$ cat src/inc/tmd_consts.vh
// opcode fields, selectors and widths for the tuner io instruction decoder
`ifndef TMD_CONSTS_VH
`define TMD_CONSTS_VH
`define TMD_OP_PLL 6'h3e
`define TMD_OP_REG_IN 6'h0e
`define TMD_OP_REG_OUT 6'h0f
`define TMD_OP_IN 6'h3a
`define TMD_OP_OUT 6'h3b
`define TMD_HI_ZERO6 6'h00
`define TMD_HI_ONE6 6'h3f
`define TMD_SUB_TEST_ONE 2'h0
`define TMD_SUB_TEST_ZERO 2'h1
`define TMD_SUB_DIR 2'h2
`define TMD_SUB_BIT_SET 2'h2
`define TMD_SUB_BIT_CLR 2'h3
`define TMD_HI_ZERO8 8'h00
`define TMD_HI_ONE8 8'hff
`define TMD_NIB_LOCKT 4'hd
`define TMD_NIB_HALT 4'h4
`define TMD_NIB_OSC_STOP 4'h5
`define TMD_STAT_CLR_CODE 3'h1
`define TMD_PORTS 16
`define TMD_NOP 16'h0000
`endif

$ cat src/rtl/tmd_decoder.v
// instruction decoder for the tuner controller io, port and clock instructions
// Function
// - lock-loss flag test, skip if clear
// - synthesizer load from data memory
// - internal register into data memory
// - data memory into internal register
// - load port control word
// - port read into data memory
// - data memory drives port
// - port bit set, clear, and tests
// - halt register load and clock stop in the same cycle
// - oscillator stop only when hold low
// - clear selected status register bits
`include "tmd_consts.vh"
module tmd_decoder
(
    input wire sys_clk_i,
    input wire resetn_i,
    input wire ce_i,
    input wire instr_valid_i,
    input wire [15:0] instr_i,
    input wire [3:0] lock_loss_i,
    input wire hold_i,
    input wire [3:0] port_pins_i,
    input wire [3:0] reg_rdata_i,
    input wire [3:0] mem_rdata_i,
    output reg [5:0] mem_addr_o,
    output reg mem_we_o,
    output reg [3:0] mem_wdata_o,
    output reg [3:0] reg_sel_o,
    output reg reg_we_o,
    output reg [3:0] reg_wdata_o,
    output reg reg_rd_o,
    output reg synth_we_o,
    output reg [3:0] synth_sel_o,
    output reg [3:0] synth_data_o,
    output reg [3:0] port_sel_o,
    output reg [3:0] port_out_o,
    output reg port_out_we_o,
    output reg port_dir_we_o,
    output reg [3:0] port_dir_o,
    output reg [3:0] halt_ctrl_o,
    output reg cpu_clk_stop_o,
    output reg osc_stop_o,
    output reg status_clr_o,
    output reg status_reg_sel_o,
    output reg [3:0] status_mask_o,
    output reg skip_o
);
    // pipeline states: decode, then finish operations needing a second cycle (memory, register and pin reads)
    localparam ST_DEC = 1'b0;
    localparam ST_FIN = 1'b1;

    reg state_q;
    reg [2:0] pend_q;
    reg [3:0] sel_q;
    reg [3:0] mask_q;
    reg skip_pend_q;
    reg hold_m_q;
    reg hold_s_q;
    reg [3:0] pin_m_q;
    reg [3:0] pin_s_q;
    reg [3:0] lock_m_q;
    reg [3:0] lock_s_q;
    reg pmem_we;
    reg [3:0] pmem_waddr;
    reg [3:0] pmem_wdata;
    wire [3:0] pmem_rdata;

    localparam PD_PLL = 3'h0;
    localparam PD_ROUT = 3'h1;
    localparam PD_OUT = 3'h2;
    localparam PD_TONE = 3'h3;
    localparam PD_TZERO = 3'h4;
    localparam PD_RIN = 3'h5;
    localparam PD_IN = 3'h6;

    wire [5:0] op6 = instr_i[15:10];
    wire [1:0] sub2 = instr_i[9:8];
    wire [7:0] hi8 = instr_i[15:8];
    wire [3:0] nib1 = instr_i[7:4];
    wire [3:0] nib0 = instr_i[3:0];

    // masked all-ones / all-zeros test used by port tests and lock flags
    function all_set;
        input [3:0] val;
        input [3:0] mask;
        begin
            all_set = ((val & mask) == mask);
        end
    endfunction

    function all_clr;
        input [3:0] val;
        input [3:0] mask;
        begin
            all_clr = ((val & mask) == 4'h0);
        end
    endfunction

    // pins, hold and lock flags come from outside the clock domain
    always @(posedge sys_clk_i)
    begin
        if (!resetn_i)
        begin
            hold_m_q <= 1'b0;
            hold_s_q <= 1'b0;
            pin_m_q <= 4'h0;
            pin_s_q <= 4'h0;
            lock_m_q <= 4'h0;
            lock_s_q <= 4'h0;
        end
        else if (ce_i)
        begin
            hold_m_q <= hold_i;
            hold_s_q <= hold_m_q;
            pin_m_q <= port_pins_i;
            pin_s_q <= pin_m_q;
            lock_m_q <= lock_loss_i;
            lock_s_q <= lock_m_q;
        end
    end

    // port latch store; set and clear are read-modify-write via its registered read data pmem_rdata
    tmd_port_mem u_pmem
    (
        .sys_clk_i(sys_clk_i),
        .ce_i(ce_i),
        .we_i(pmem_we),
        .waddr_i(pmem_waddr),
        .wdata_i(pmem_wdata),
        .raddr_i(instr_i[7:4]),
        .rdata_o(pmem_rdata)
    );

    // set or clear modify the stored latch of the chosen port
    always @*
    begin
        pmem_we = 1'b0;
        pmem_wdata = 4'h0;
        pmem_waddr = nib1;
        // port output also refreshes the latch, so later set/clear see it
        if (ce_i && resetn_i && state_q == ST_FIN && pend_q == PD_OUT)
        begin
            pmem_we = 1'b1;
            pmem_wdata = mem_rdata_i;
            pmem_waddr = sel_q;
        end
        else if (ce_i && resetn_i && state_q == ST_DEC && instr_valid_i && !skip_pend_q)
        begin
            if (op6 == `TMD_HI_ZERO6 && sub2 == `TMD_SUB_BIT_SET)
            begin
                pmem_we = 1'b1;
                pmem_wdata = pmem_rdata | nib0;
            end
            else if (op6 == `TMD_HI_ZERO6 && sub2 == `TMD_SUB_BIT_CLR)
            begin
                pmem_we = 1'b1;
                pmem_wdata = pmem_rdata & ~nib0;
            end
        end
    end

    // main decode: one word per valid cycle, memory reads finish one cycle later
    always @(posedge sys_clk_i)
    begin
        if (!resetn_i)
        begin
            state_q <= ST_DEC;
            pend_q <= PD_PLL;
            sel_q <= 4'h0;
            mask_q <= 4'h0;
            skip_pend_q <= 1'b0;
            mem_addr_o <= 6'h00;
            mem_we_o <= 1'b0;
            mem_wdata_o <= 4'h0;
            reg_sel_o <= 4'h0;
            reg_we_o <= 1'b0;
            reg_wdata_o <= 4'h0;
            reg_rd_o <= 1'b0;
            synth_we_o <= 1'b0;
            synth_sel_o <= 4'h0;
            synth_data_o <= 4'h0;
            port_sel_o <= 4'h0;
            port_out_o <= 4'h0;
            port_out_we_o <= 1'b0;
            port_dir_we_o <= 1'b0;
            port_dir_o <= 4'h0;
            halt_ctrl_o <= 4'h0;
            cpu_clk_stop_o <= 1'b0;
            osc_stop_o <= 1'b0;
            status_clr_o <= 1'b0;
            status_reg_sel_o <= 1'b0;
            status_mask_o <= 4'h0;
            skip_o <= 1'b0;
        end
        else if (ce_i)
        begin
            // strobes are single-cycle by default
            mem_we_o <= 1'b0;
            reg_we_o <= 1'b0;
            reg_rd_o <= 1'b0;
            synth_we_o <= 1'b0;
            port_out_we_o <= 1'b0;
            port_dir_we_o <= 1'b0;
            status_clr_o <= 1'b0;
            skip_o <= 1'b0;
            case (state_q)
                ST_DEC:
                begin
                    if (instr_valid_i && skip_pend_q)
                    begin
                        skip_pend_q <= 1'b0;
                    end
                    else if (instr_valid_i)
                    begin
                        mem_addr_o <= instr_i[9:4];
                        sel_q <= nib0;
                        mask_q <= nib0;
                        if (op6 == `TMD_OP_PLL)
                        begin
                            pend_q <= PD_PLL;
                            state_q <= ST_FIN;
                        end
                        else if (op6 == `TMD_OP_REG_IN)
                        begin
                            reg_sel_o <= nib0;
                            reg_rd_o <= 1'b1;
                            pend_q <= PD_RIN;
                            state_q <= ST_FIN;
                        end
                        else if (op6 == `TMD_OP_REG_OUT)
                        begin
                            pend_q <= PD_ROUT;
                            state_q <= ST_FIN;
                        end
                        else if (op6 == `TMD_OP_IN)
                        begin
                            port_sel_o <= nib0;
                            pend_q <= PD_IN;
                            state_q <= ST_FIN;
                        end
                        else if (op6 == `TMD_OP_OUT)
                        begin
                            pend_q <= PD_OUT;
                            state_q <= ST_FIN;
                        end
                        else if (hi8 == `TMD_HI_ONE8 && instr_i[7:5] == `TMD_STAT_CLR_CODE)
                        begin
                            status_clr_o <= 1'b1;
                            status_reg_sel_o <= instr_i[4];
                            status_mask_o <= nib0;
                        end
                        else if (op6 == `TMD_HI_ONE6 && sub2 == `TMD_SUB_DIR)
                        begin
                            port_dir_we_o <= 1'b1;
                            port_sel_o <= nib1;
                            port_dir_o <= nib0;
                        end
                        // port tests read pins next cycle
                        else if (op6 == `TMD_HI_ONE6 && sub2 == `TMD_SUB_TEST_ONE)
                        begin
                            port_sel_o <= nib1;
                            pend_q <= PD_TONE;
                            state_q <= ST_FIN;
                        end
                        else if (op6 == `TMD_HI_ONE6 && sub2 == `TMD_SUB_TEST_ZERO)
                        begin
                            port_sel_o <= nib1;
                            pend_q <= PD_TZERO;
                            state_q <= ST_FIN;
                        end
                        else if (op6 == `TMD_HI_ZERO6 && sub2 == `TMD_SUB_BIT_SET)
                        begin
                            port_sel_o <= nib1;
                            port_out_o <= pmem_rdata | nib0;
                            port_out_we_o <= 1'b1;
                        end
                        else if (op6 == `TMD_HI_ZERO6 && sub2 == `TMD_SUB_BIT_CLR)
                        begin
                            port_sel_o <= nib1;
                            port_out_o <= pmem_rdata & ~nib0;
                            port_out_we_o <= 1'b1;
                        end
                        else if (hi8 == `TMD_HI_ZERO8 && nib1 == `TMD_NIB_LOCKT)
                        begin
                            if (all_clr(lock_s_q, nib0))
                            begin
                                skip_o <= 1'b1;
                                skip_pend_q <= 1'b1;
                            end
                        end
                        else if (hi8 == `TMD_HI_ZERO8 && nib1 == `TMD_NIB_HALT)
                        begin
                            halt_ctrl_o <= nib0;
                            cpu_clk_stop_o <= 1'b1;
                        end
                        else if (hi8 == `TMD_HI_ZERO8 && nib1 == `TMD_NIB_OSC_STOP)
                        begin
                            if (!hold_s_q)
                                osc_stop_o <= 1'b1;
                        end
                    end
                end
                ST_FIN:
                begin
                    state_q <= ST_DEC;
                    case (pend_q)
                        PD_PLL:
                        begin
                            synth_we_o <= 1'b1;
                            synth_sel_o <= sel_q;
                            synth_data_o <= mem_rdata_i;
                        end
                        PD_ROUT:
                        begin
                            reg_we_o <= 1'b1;
                            reg_sel_o <= sel_q;
                            reg_wdata_o <= mem_rdata_i;
                        end
                        PD_OUT:
                        begin
                            port_out_we_o <= 1'b1;
                            port_sel_o <= sel_q;
                            port_out_o <= mem_rdata_i;
                        end
                        PD_RIN:
                        begin
                            mem_we_o <= 1'b1;
                            mem_wdata_o <= reg_rdata_i;
                        end
                        PD_IN:
                        begin
                            mem_we_o <= 1'b1;
                            mem_wdata_o <= pin_s_q;
                        end
                        PD_TONE:
                        begin
                            if (all_set(pin_s_q, mask_q))
                            begin
                                skip_o <= 1'b1;
                                skip_pend_q <= 1'b1;
                            end
                        end
                        PD_TZERO:
                        begin
                            if (all_clr(pin_s_q, mask_q))
                            begin
                                skip_o <= 1'b1;
                                skip_pend_q <= 1'b1;
                            end
                        end
                        default:
                        begin
                            state_q <= ST_DEC;
                        end
                    endcase
                end
                default:
                begin
                    state_q <= ST_DEC;
                end
            endcase
        end
    end
endmodule

$ cat src/rtl/tmd_port_mem.v
// sixteen-entry nibble store for port latches with registered read data
module tmd_port_mem
(
    input wire sys_clk_i,
    input wire ce_i,
    input wire we_i,
    input wire [3:0] waddr_i,
    input wire [3:0] wdata_i,
    input wire [3:0] raddr_i,
    output reg [3:0] rdata_o
);
    reg [3:0] mem_q [0:15];

    // write and registered read; contents hold across reset like a latch array
    always @(posedge sys_clk_i)
    begin
        if (ce_i)
        begin
            if (we_i)
                mem_q[waddr_i] <= wdata_i;
            rdata_o <= mem_q[raddr_i];
        end
    end
endmodule

$ cat config.mk
export PLATFORM = sky130hd
export DESIGN_NAME = tmd_decoder
export DESIGN_NICKNAME = d
export VERILOG_FILES = /design/src/rtl/tmd_decoder.v /design/src/rtl/tmd_port_mem.v
export VERILOG_INCLUDE_DIRS = /design/src /design/src/inc
export SDC_FILE = /design/constraint.sdc
export NUM_CORES = 1
export LEC_CHECK = 0
export ABC_AREA = 1
export ABC_CLOCK_PERIOD_IN_PS = 3320
export BUFFER_PORTS_ARGS = -buffer_cell sky130_fd_sc_hd__clkbuf_2
export CAP_MARGIN = 20
export CORE_MARGIN = 10
export CORE_UTILIZATION = 25
export CTS_CLUSTER_DIAMETER = 50
export DETAILED_ROUTE_END_ITERATION = 10
export GPL_TIMING_DRIVEN = 1
export PLACE_DENSITY = 0.4
export SLEW_MARGIN = 30
export SYNTH_ARGS = -nofsm -noshare
export SYNTH_HDL_FRONTEND = slang
export SYNTH_HIERARCHICAL = 1
export SYNTH_SLANG_ARGS = --single-unit
$ cat constraint.sdc
create_clock -name sys_clk_i -period 3.32 [get_ports sys_clk_i]
set_clock_uncertainty 0.1 [all_clocks]
set_input_delay 0.664 -clock sys_clk_i [delete_from_list [all_inputs] [get_ports sys_clk_i]]
set_output_delay 0.664 -clock sys_clk_i [all_outputs]
set_load 0.03 [all_outputs]
# [Word-level counts from Yosys, hierarchy flattened]
# Memories as Yosys holds them, arrays and structs flattened. A register that Yosys moved wholly into a read port is not among the register bits.
# Index checks and enable logic that the tools add are counted.
[totals] regBits=84 out_inout_bits=57 mem_bits_rw=64 n_memories=1 wordCells=302 input_bits=37
[classes] n_mux=151 eq_ne=58 n_bitwise=21 reduce_logical=39
[mem_list] memory="u_pmem.mem_q" words=16 word_bits=4 rd=1 rd_clocked_by_memory_dff=1 wr=1 line_no="tmd_port_mem.v:12" rtl="reg [3:0] mem_q [0:15];"
[ops] operator="2-to-1 mux 4 bit" n=38
[ops] operator="2-to-1 mux 1 bit" n=94
[ops] operator="inequality test 3 bit, second input constant" n=13
[ops] operator="case mux 4 bit (2 select lines)" n=4
[ops] operator="2-to-1 mux 3 bit" n=9
[ops] operator="equality test 6 bit, second input constant" n=4
[ops] operator="inequality test 2 bit, second input constant" n=11
[ops] operator="AND reduction 10 bit" n=2
[ops] operator="AND reduction 19 bit" n=1
[ops] operator="AND reduction 18 bit" n=1
[ops] operator="AND reduction 17 bit" n=1
[ops] operator="logical AND 1 bit" n=16
[ops] operator="NOT 1 bit" n=16
[ops] operator="AND reduction 14 bit" n=1
[ops] operator="AND 4 bit" n=3
[ops] operator="equality test 6 x 4 -> 1 bit, second input constant" n=2
[ops] operator="inequality test 3 x 1 -> 1 bit, second input constant" n=4
[ops] operator="inequality test 6 bit, second input constant" n=2
[ops] operator="case mux 1 bit (2 select lines)" n=6
[ops] operator="AND reduction 11 bit" n=1
[ops] operator="equality test 3 bit, second input constant" n=3
[ops] operator="inequality test 3 x 2 -> 1 bit, second input constant" n=3
[ops] operator="AND reduction 3 bit" n=3
[ops] operator="equality test 4 x 3 -> 1 bit, second input constant" n=2
[ops] operator="23 further kinds" n=29

# [Longest topological paths before layout]
[depth] word_depth=18 mapped_depth=12 depth_no_buf=12

# [Hierarchy]
# Netlist, hierarchy kept.
[by_module_without_submodules] module="tmd_decoder" area_each_um2=3943.8 n_inst=1 seq_area_each_um2=1681.6 cells_per_inst=583
[by_module_without_submodules] module="tmd_port_mem" area_each_um2=3011.6 n_inst=1 seq_area_each_um2=2042.0 cells_per_inst=293

# [Least setup slack after synthesis]
# No wires, ideal clock.
[synth_path] kind="input -> register" startpoint="in ce_i" endpoint="mem u_pmem.mem_q[12][0] (enable)" path_stages=6 setup_ns=0.329 path_buffers=2 required_ns=2.891 slack_ns=0.989 t_arrival_ns=1.902 cell_sequence="buf_2 > nand4_1 > clkbuf_1 > o21ai_0 > nand3_1 > nor2_1"
[synth_between] word_cells_on_any_way=12 cone_classes="mux: 6; reduce/logical: 6"
[synth_rtl] element="start, declared" line_no="tmd_decoder.v:19" rtl="input wire ce_i,"
[synth_rtl] element="logical AND 1 bit (3 in series)" line_no="tmd_decoder.v:143" rtl="if (ce_i && resetn_i && state_q == ST_FIN && pend_q == PD_OUT)"
[synth_rtl] element="2-to-1 mux 4 bit" line_no="tmd_decoder.v:143"
[synth_rtl] element="via pmem_waddr[2]" line_no="tmd_decoder.v:66" rtl="reg [3:0] pmem_waddr;"
[synth_rtl] element="end, declared" line_no="tmd_port_mem.v:12"
# The timed path passes the listed nets, and every way through them passes these cells.

# [Final worst setup path]
[layout_path] startpoint="reg pend_q[1]" endpoint="mem u_pmem.mem_q[15][1] (enable)"
[layout_between] word_cells_on_any_way=7 cone_classes="eq/ne: 1; mux: 5; reduce/logical: 1"
[layout_rtl] element="start, declared" line_no="tmd_decoder.v:55" rtl="reg [2:0] pend_q;"
[layout_rtl] element="start signal, assigned" line_no="tmd_decoder.v:170" rtl="pend_q <= PD_PLL;"
[layout_rtl] element="start signal, assigned" line_no="tmd_decoder.v:222" rtl="pend_q <= PD_PLL;"
[layout_rtl] element="start signal, assigned" line_no="tmd_decoder.v:229" rtl="pend_q <= PD_RIN;"
[layout_rtl] element="equality test 3 x 2 -> 1 bit" line_no="tmd_decoder.v:143"
[layout_rtl] element="logical AND 1 bit" line_no="tmd_decoder.v:143"
[layout_rtl] element="2-to-1 mux 4 bit" line_no="tmd_decoder.v:143"
[layout_rtl] element="via pmem_waddr[1]" line_no="tmd_decoder.v:66"
# The timed path passes the listed nets, and every way through them passes these cells.

==> summary.txt <==
Outcome
  • Status: complete, no violations

STA
  • Relative slew margins: 50.70%
  • Worst-margin pin slew: 736.9 ps
  • Final worst-path cycle share: 74.70%
  • Final hold vios: 0
  • Final setup fails: 0
  • Final min period: 2480 ps
  • Setup TNS: 0 ps
  • FMAX: 403.2 MHz
  • Fin. max-slew vios: 0
  • RSZ-0062 raised after global routing: no

Yosys
  • Synth Area per Inst: 7.940 sq um
  • Top post-synthesis cells by area: edfxtp_1 29%, dfxtp_1 24%, nand2_1 11%
  • FF+latch count, synth: 152
  • Mapped Cells: 876
  • Post-synth EDFFs: 68
  • Top-count cell post-synth: nand2_1
  • Post-synth top area share: 29.36%
  • Post-synth top cells: 212 x nand2_1, 110 x inv_1, 105 x nor2_1
  • Async SR Flop Fraction: 0%
  • Sequential element share of the synthesized area: 53.53%
  • Cell accounting for the most synthesized area: edfxtp_1
  • Synthesized area: 6955 sq um
  • Netlist cell types: 31
  • Syn_nets: 913
  • Syn. warnings: 6
  • Most used DFF post-synth: dfxtp_1

CTS
  • Post-CTS Setup Repair Bufs: 0
  • H-Tree Depth: 4
  • CTS buffer count: 17
  • Worst-Skew Late Latency: 420 ps
  • CTS hold repair buffers: 0
  • Clock Path Buffers: 2
  • Post_cts resized: 0
  • CTS tree: done
  • Clk sinks: 152
  • CTS clk-pin slew, worst paths: 60 ps
  • CTS root buffer: clkbuf_16

Final layout
  • Largest registers: u_pmem/mem_q: 64 flops, mem_addr_o: 6 flops
  • Final Util: 30.46%
  • Number of diodes: 0
  • Area growth, synth to finish: 21.01%
  • Largest register by flop count: u_pmem/mem_q
  • Share of layout cells above drive strength 1: 17.83%
  • Final #Nets: 1011
  • Final instance area: 8417 sq um
  • Non-filler cells, final: 1365
  • Max reg flops: 64

Routing
  • Final ANT Viol Nets: 0
  • Via count: 5933
  • Drt pass-1 iters: 7
  • Vias/cell: 4.347
  • Routed wire length: 22.27 mm
  • Routed WL per cell: 16.31 um
  • DR iter-0 viols: 434
  • Remaining DRCs: 0

GRT
  • Overflow after GRT: 0
  • Total GRT Usage: 12.61%
  • Initial antenna violation count: 0
  • Number of global-route vias before repair: 5913
  • Maximum number of pins on one net before global-route repair: 60
  • First-pass GRT wire length: 34.75 mm

Die
  • DIE AREA: 34890 sq um
  • Die Span X: 186.8 um
  • Initial Util: 25.17%
  • IO Count: 94
  • Die height: 186.8 um
  • CORE AREA: 27630 sq um
  • # rows: 61

Power and ir drop
  • VDD IR-drop max: 0.3386 mV
  • Static leakage: 0.003710 uW
  • Power Density: 498.6 nW/um^2

Min path
  • Worst Hold End: status_reg_sel_o
  • HP Class: flop to flop
  • HP Start: status_reg_sel_o
  • WHS Path Cells: 2

Critical path
  • Critical Path Start Type: flop
  • WS Path Type: flop to flop
  • CP max FO: 9
  • Reg-to-reg slack, setup: 840 ps
  • Setup crit end kind: flop
  • Worst flop-to-flop path endpoint: u_pmem/mem_q[15][1]
  • R2r startpoint: pend_q[1]
  • WP data required: 3300 ps
  • Crit path DAT: 2460 ps
  • R2r worst-path depth: 7

Placed design
  • Cell Count Post-Placement: 1333
  • Post-DP HPWL: 16.09 mm
  • IO Port Bufs: 93
  • DP Area: 7836 sq um
  • Gpl congestion: 0.8609

Run
  • Max-capacitance violation count: 0
## where the power goes
group | internal (uW) | switching (uW)
clock | 1060 | 833
combinational | 87.1 | 222
sequential | 1970 | 22.7
## worst max-delay path, stage by stage (launching register included)
cell and delay [ps]:
dfxtp_1 330, inv_1 90, nor2_1 210, nand4_1 270, buf_4 250, o21ai_0 260
nand2_1 260, nor2_1 350
## per-layer routing
layer | GRT usage (%) | share of wire (%)
met4 | 3.288 | 1.1
met5 | 0 | 0
met3 | 2.442 | 5.0
met2 | 19.02 | 43
met1 | 17.95 | 51
## area by class of cell
cell class,count,area [sq um]
Fill cell,3090,19210
Clock buffer,20,478.0
Clock inverter,12,102.6
Multi-Input combinational cell,576,2603
Timing Repair Buffer,110,593.1
Tap cell,378,473.0
Sequential cell,152,3724
Inverter,117,444.2
## worst max-delay path by stage
stage / start / end / slack, ps / cells after the start
after global placement: ce_i / u_pmem/mem_q[13][1] / 470 / 13
final: pend_q[1] / u_pmem/mem_q[15][1] / 840 / 7
after floorplan: ce_i / u_pmem/mem_q[12][0] / 990 / 6
after CTS: pend_q[1] / u_pmem/mem_q[7][2] / 840 / 8
after detailed placement: ce_i / u_pmem/mem_q[4][1] / 420 / 13
after global routing: ce_i / u_pmem/mem_q[13][1] / 610 / 13
## per-stage QoR
| step | setup WS, ps | hold WS [ps] | power (uW) |
|---|---|---|---|
| global route | 608.0 | 349.3 | 4375 |
| detailed placement | 421.8 | 338.0 | 2344 |
| global placement | 473.8 | 341.2 | 2346 |
| finish | 839.8 | 343.6 | 4197 |
| CTS | 842.1 | 336.8 | 4256 |
| floorplan | 988.7 | 349.5 | 2217 |
## cells in the final DEF (no fill, tap or decap), types with 3 or more instances in the layout
master and count:
or2_2 4, inv_6 6, clkbuf_16 18, nand3_2 3, o21ai_1 5, inv_2 3
nor3_1 3, clkbuf_2 93, inv_1 110, o21ai_0 62, clkinv_4 3, a21oi_1 61
nand2_1 212, nor2_2 9, buf_4 17, nand4_1 9, nand2_2 4, nor2_4 4
nand3_1 83, nor2_1 105, edfxtp_1 68, dfxtp_1 84, o22ai_1 4
## logic make-up after synthesis
group                  synth area share, %
and+or+nand+nor                      27.47
DFF                                  53.53
buffers and inverters                9.048
AOI/OAI and AO/OA                    9.948
(Power assumes the default switching activity.)
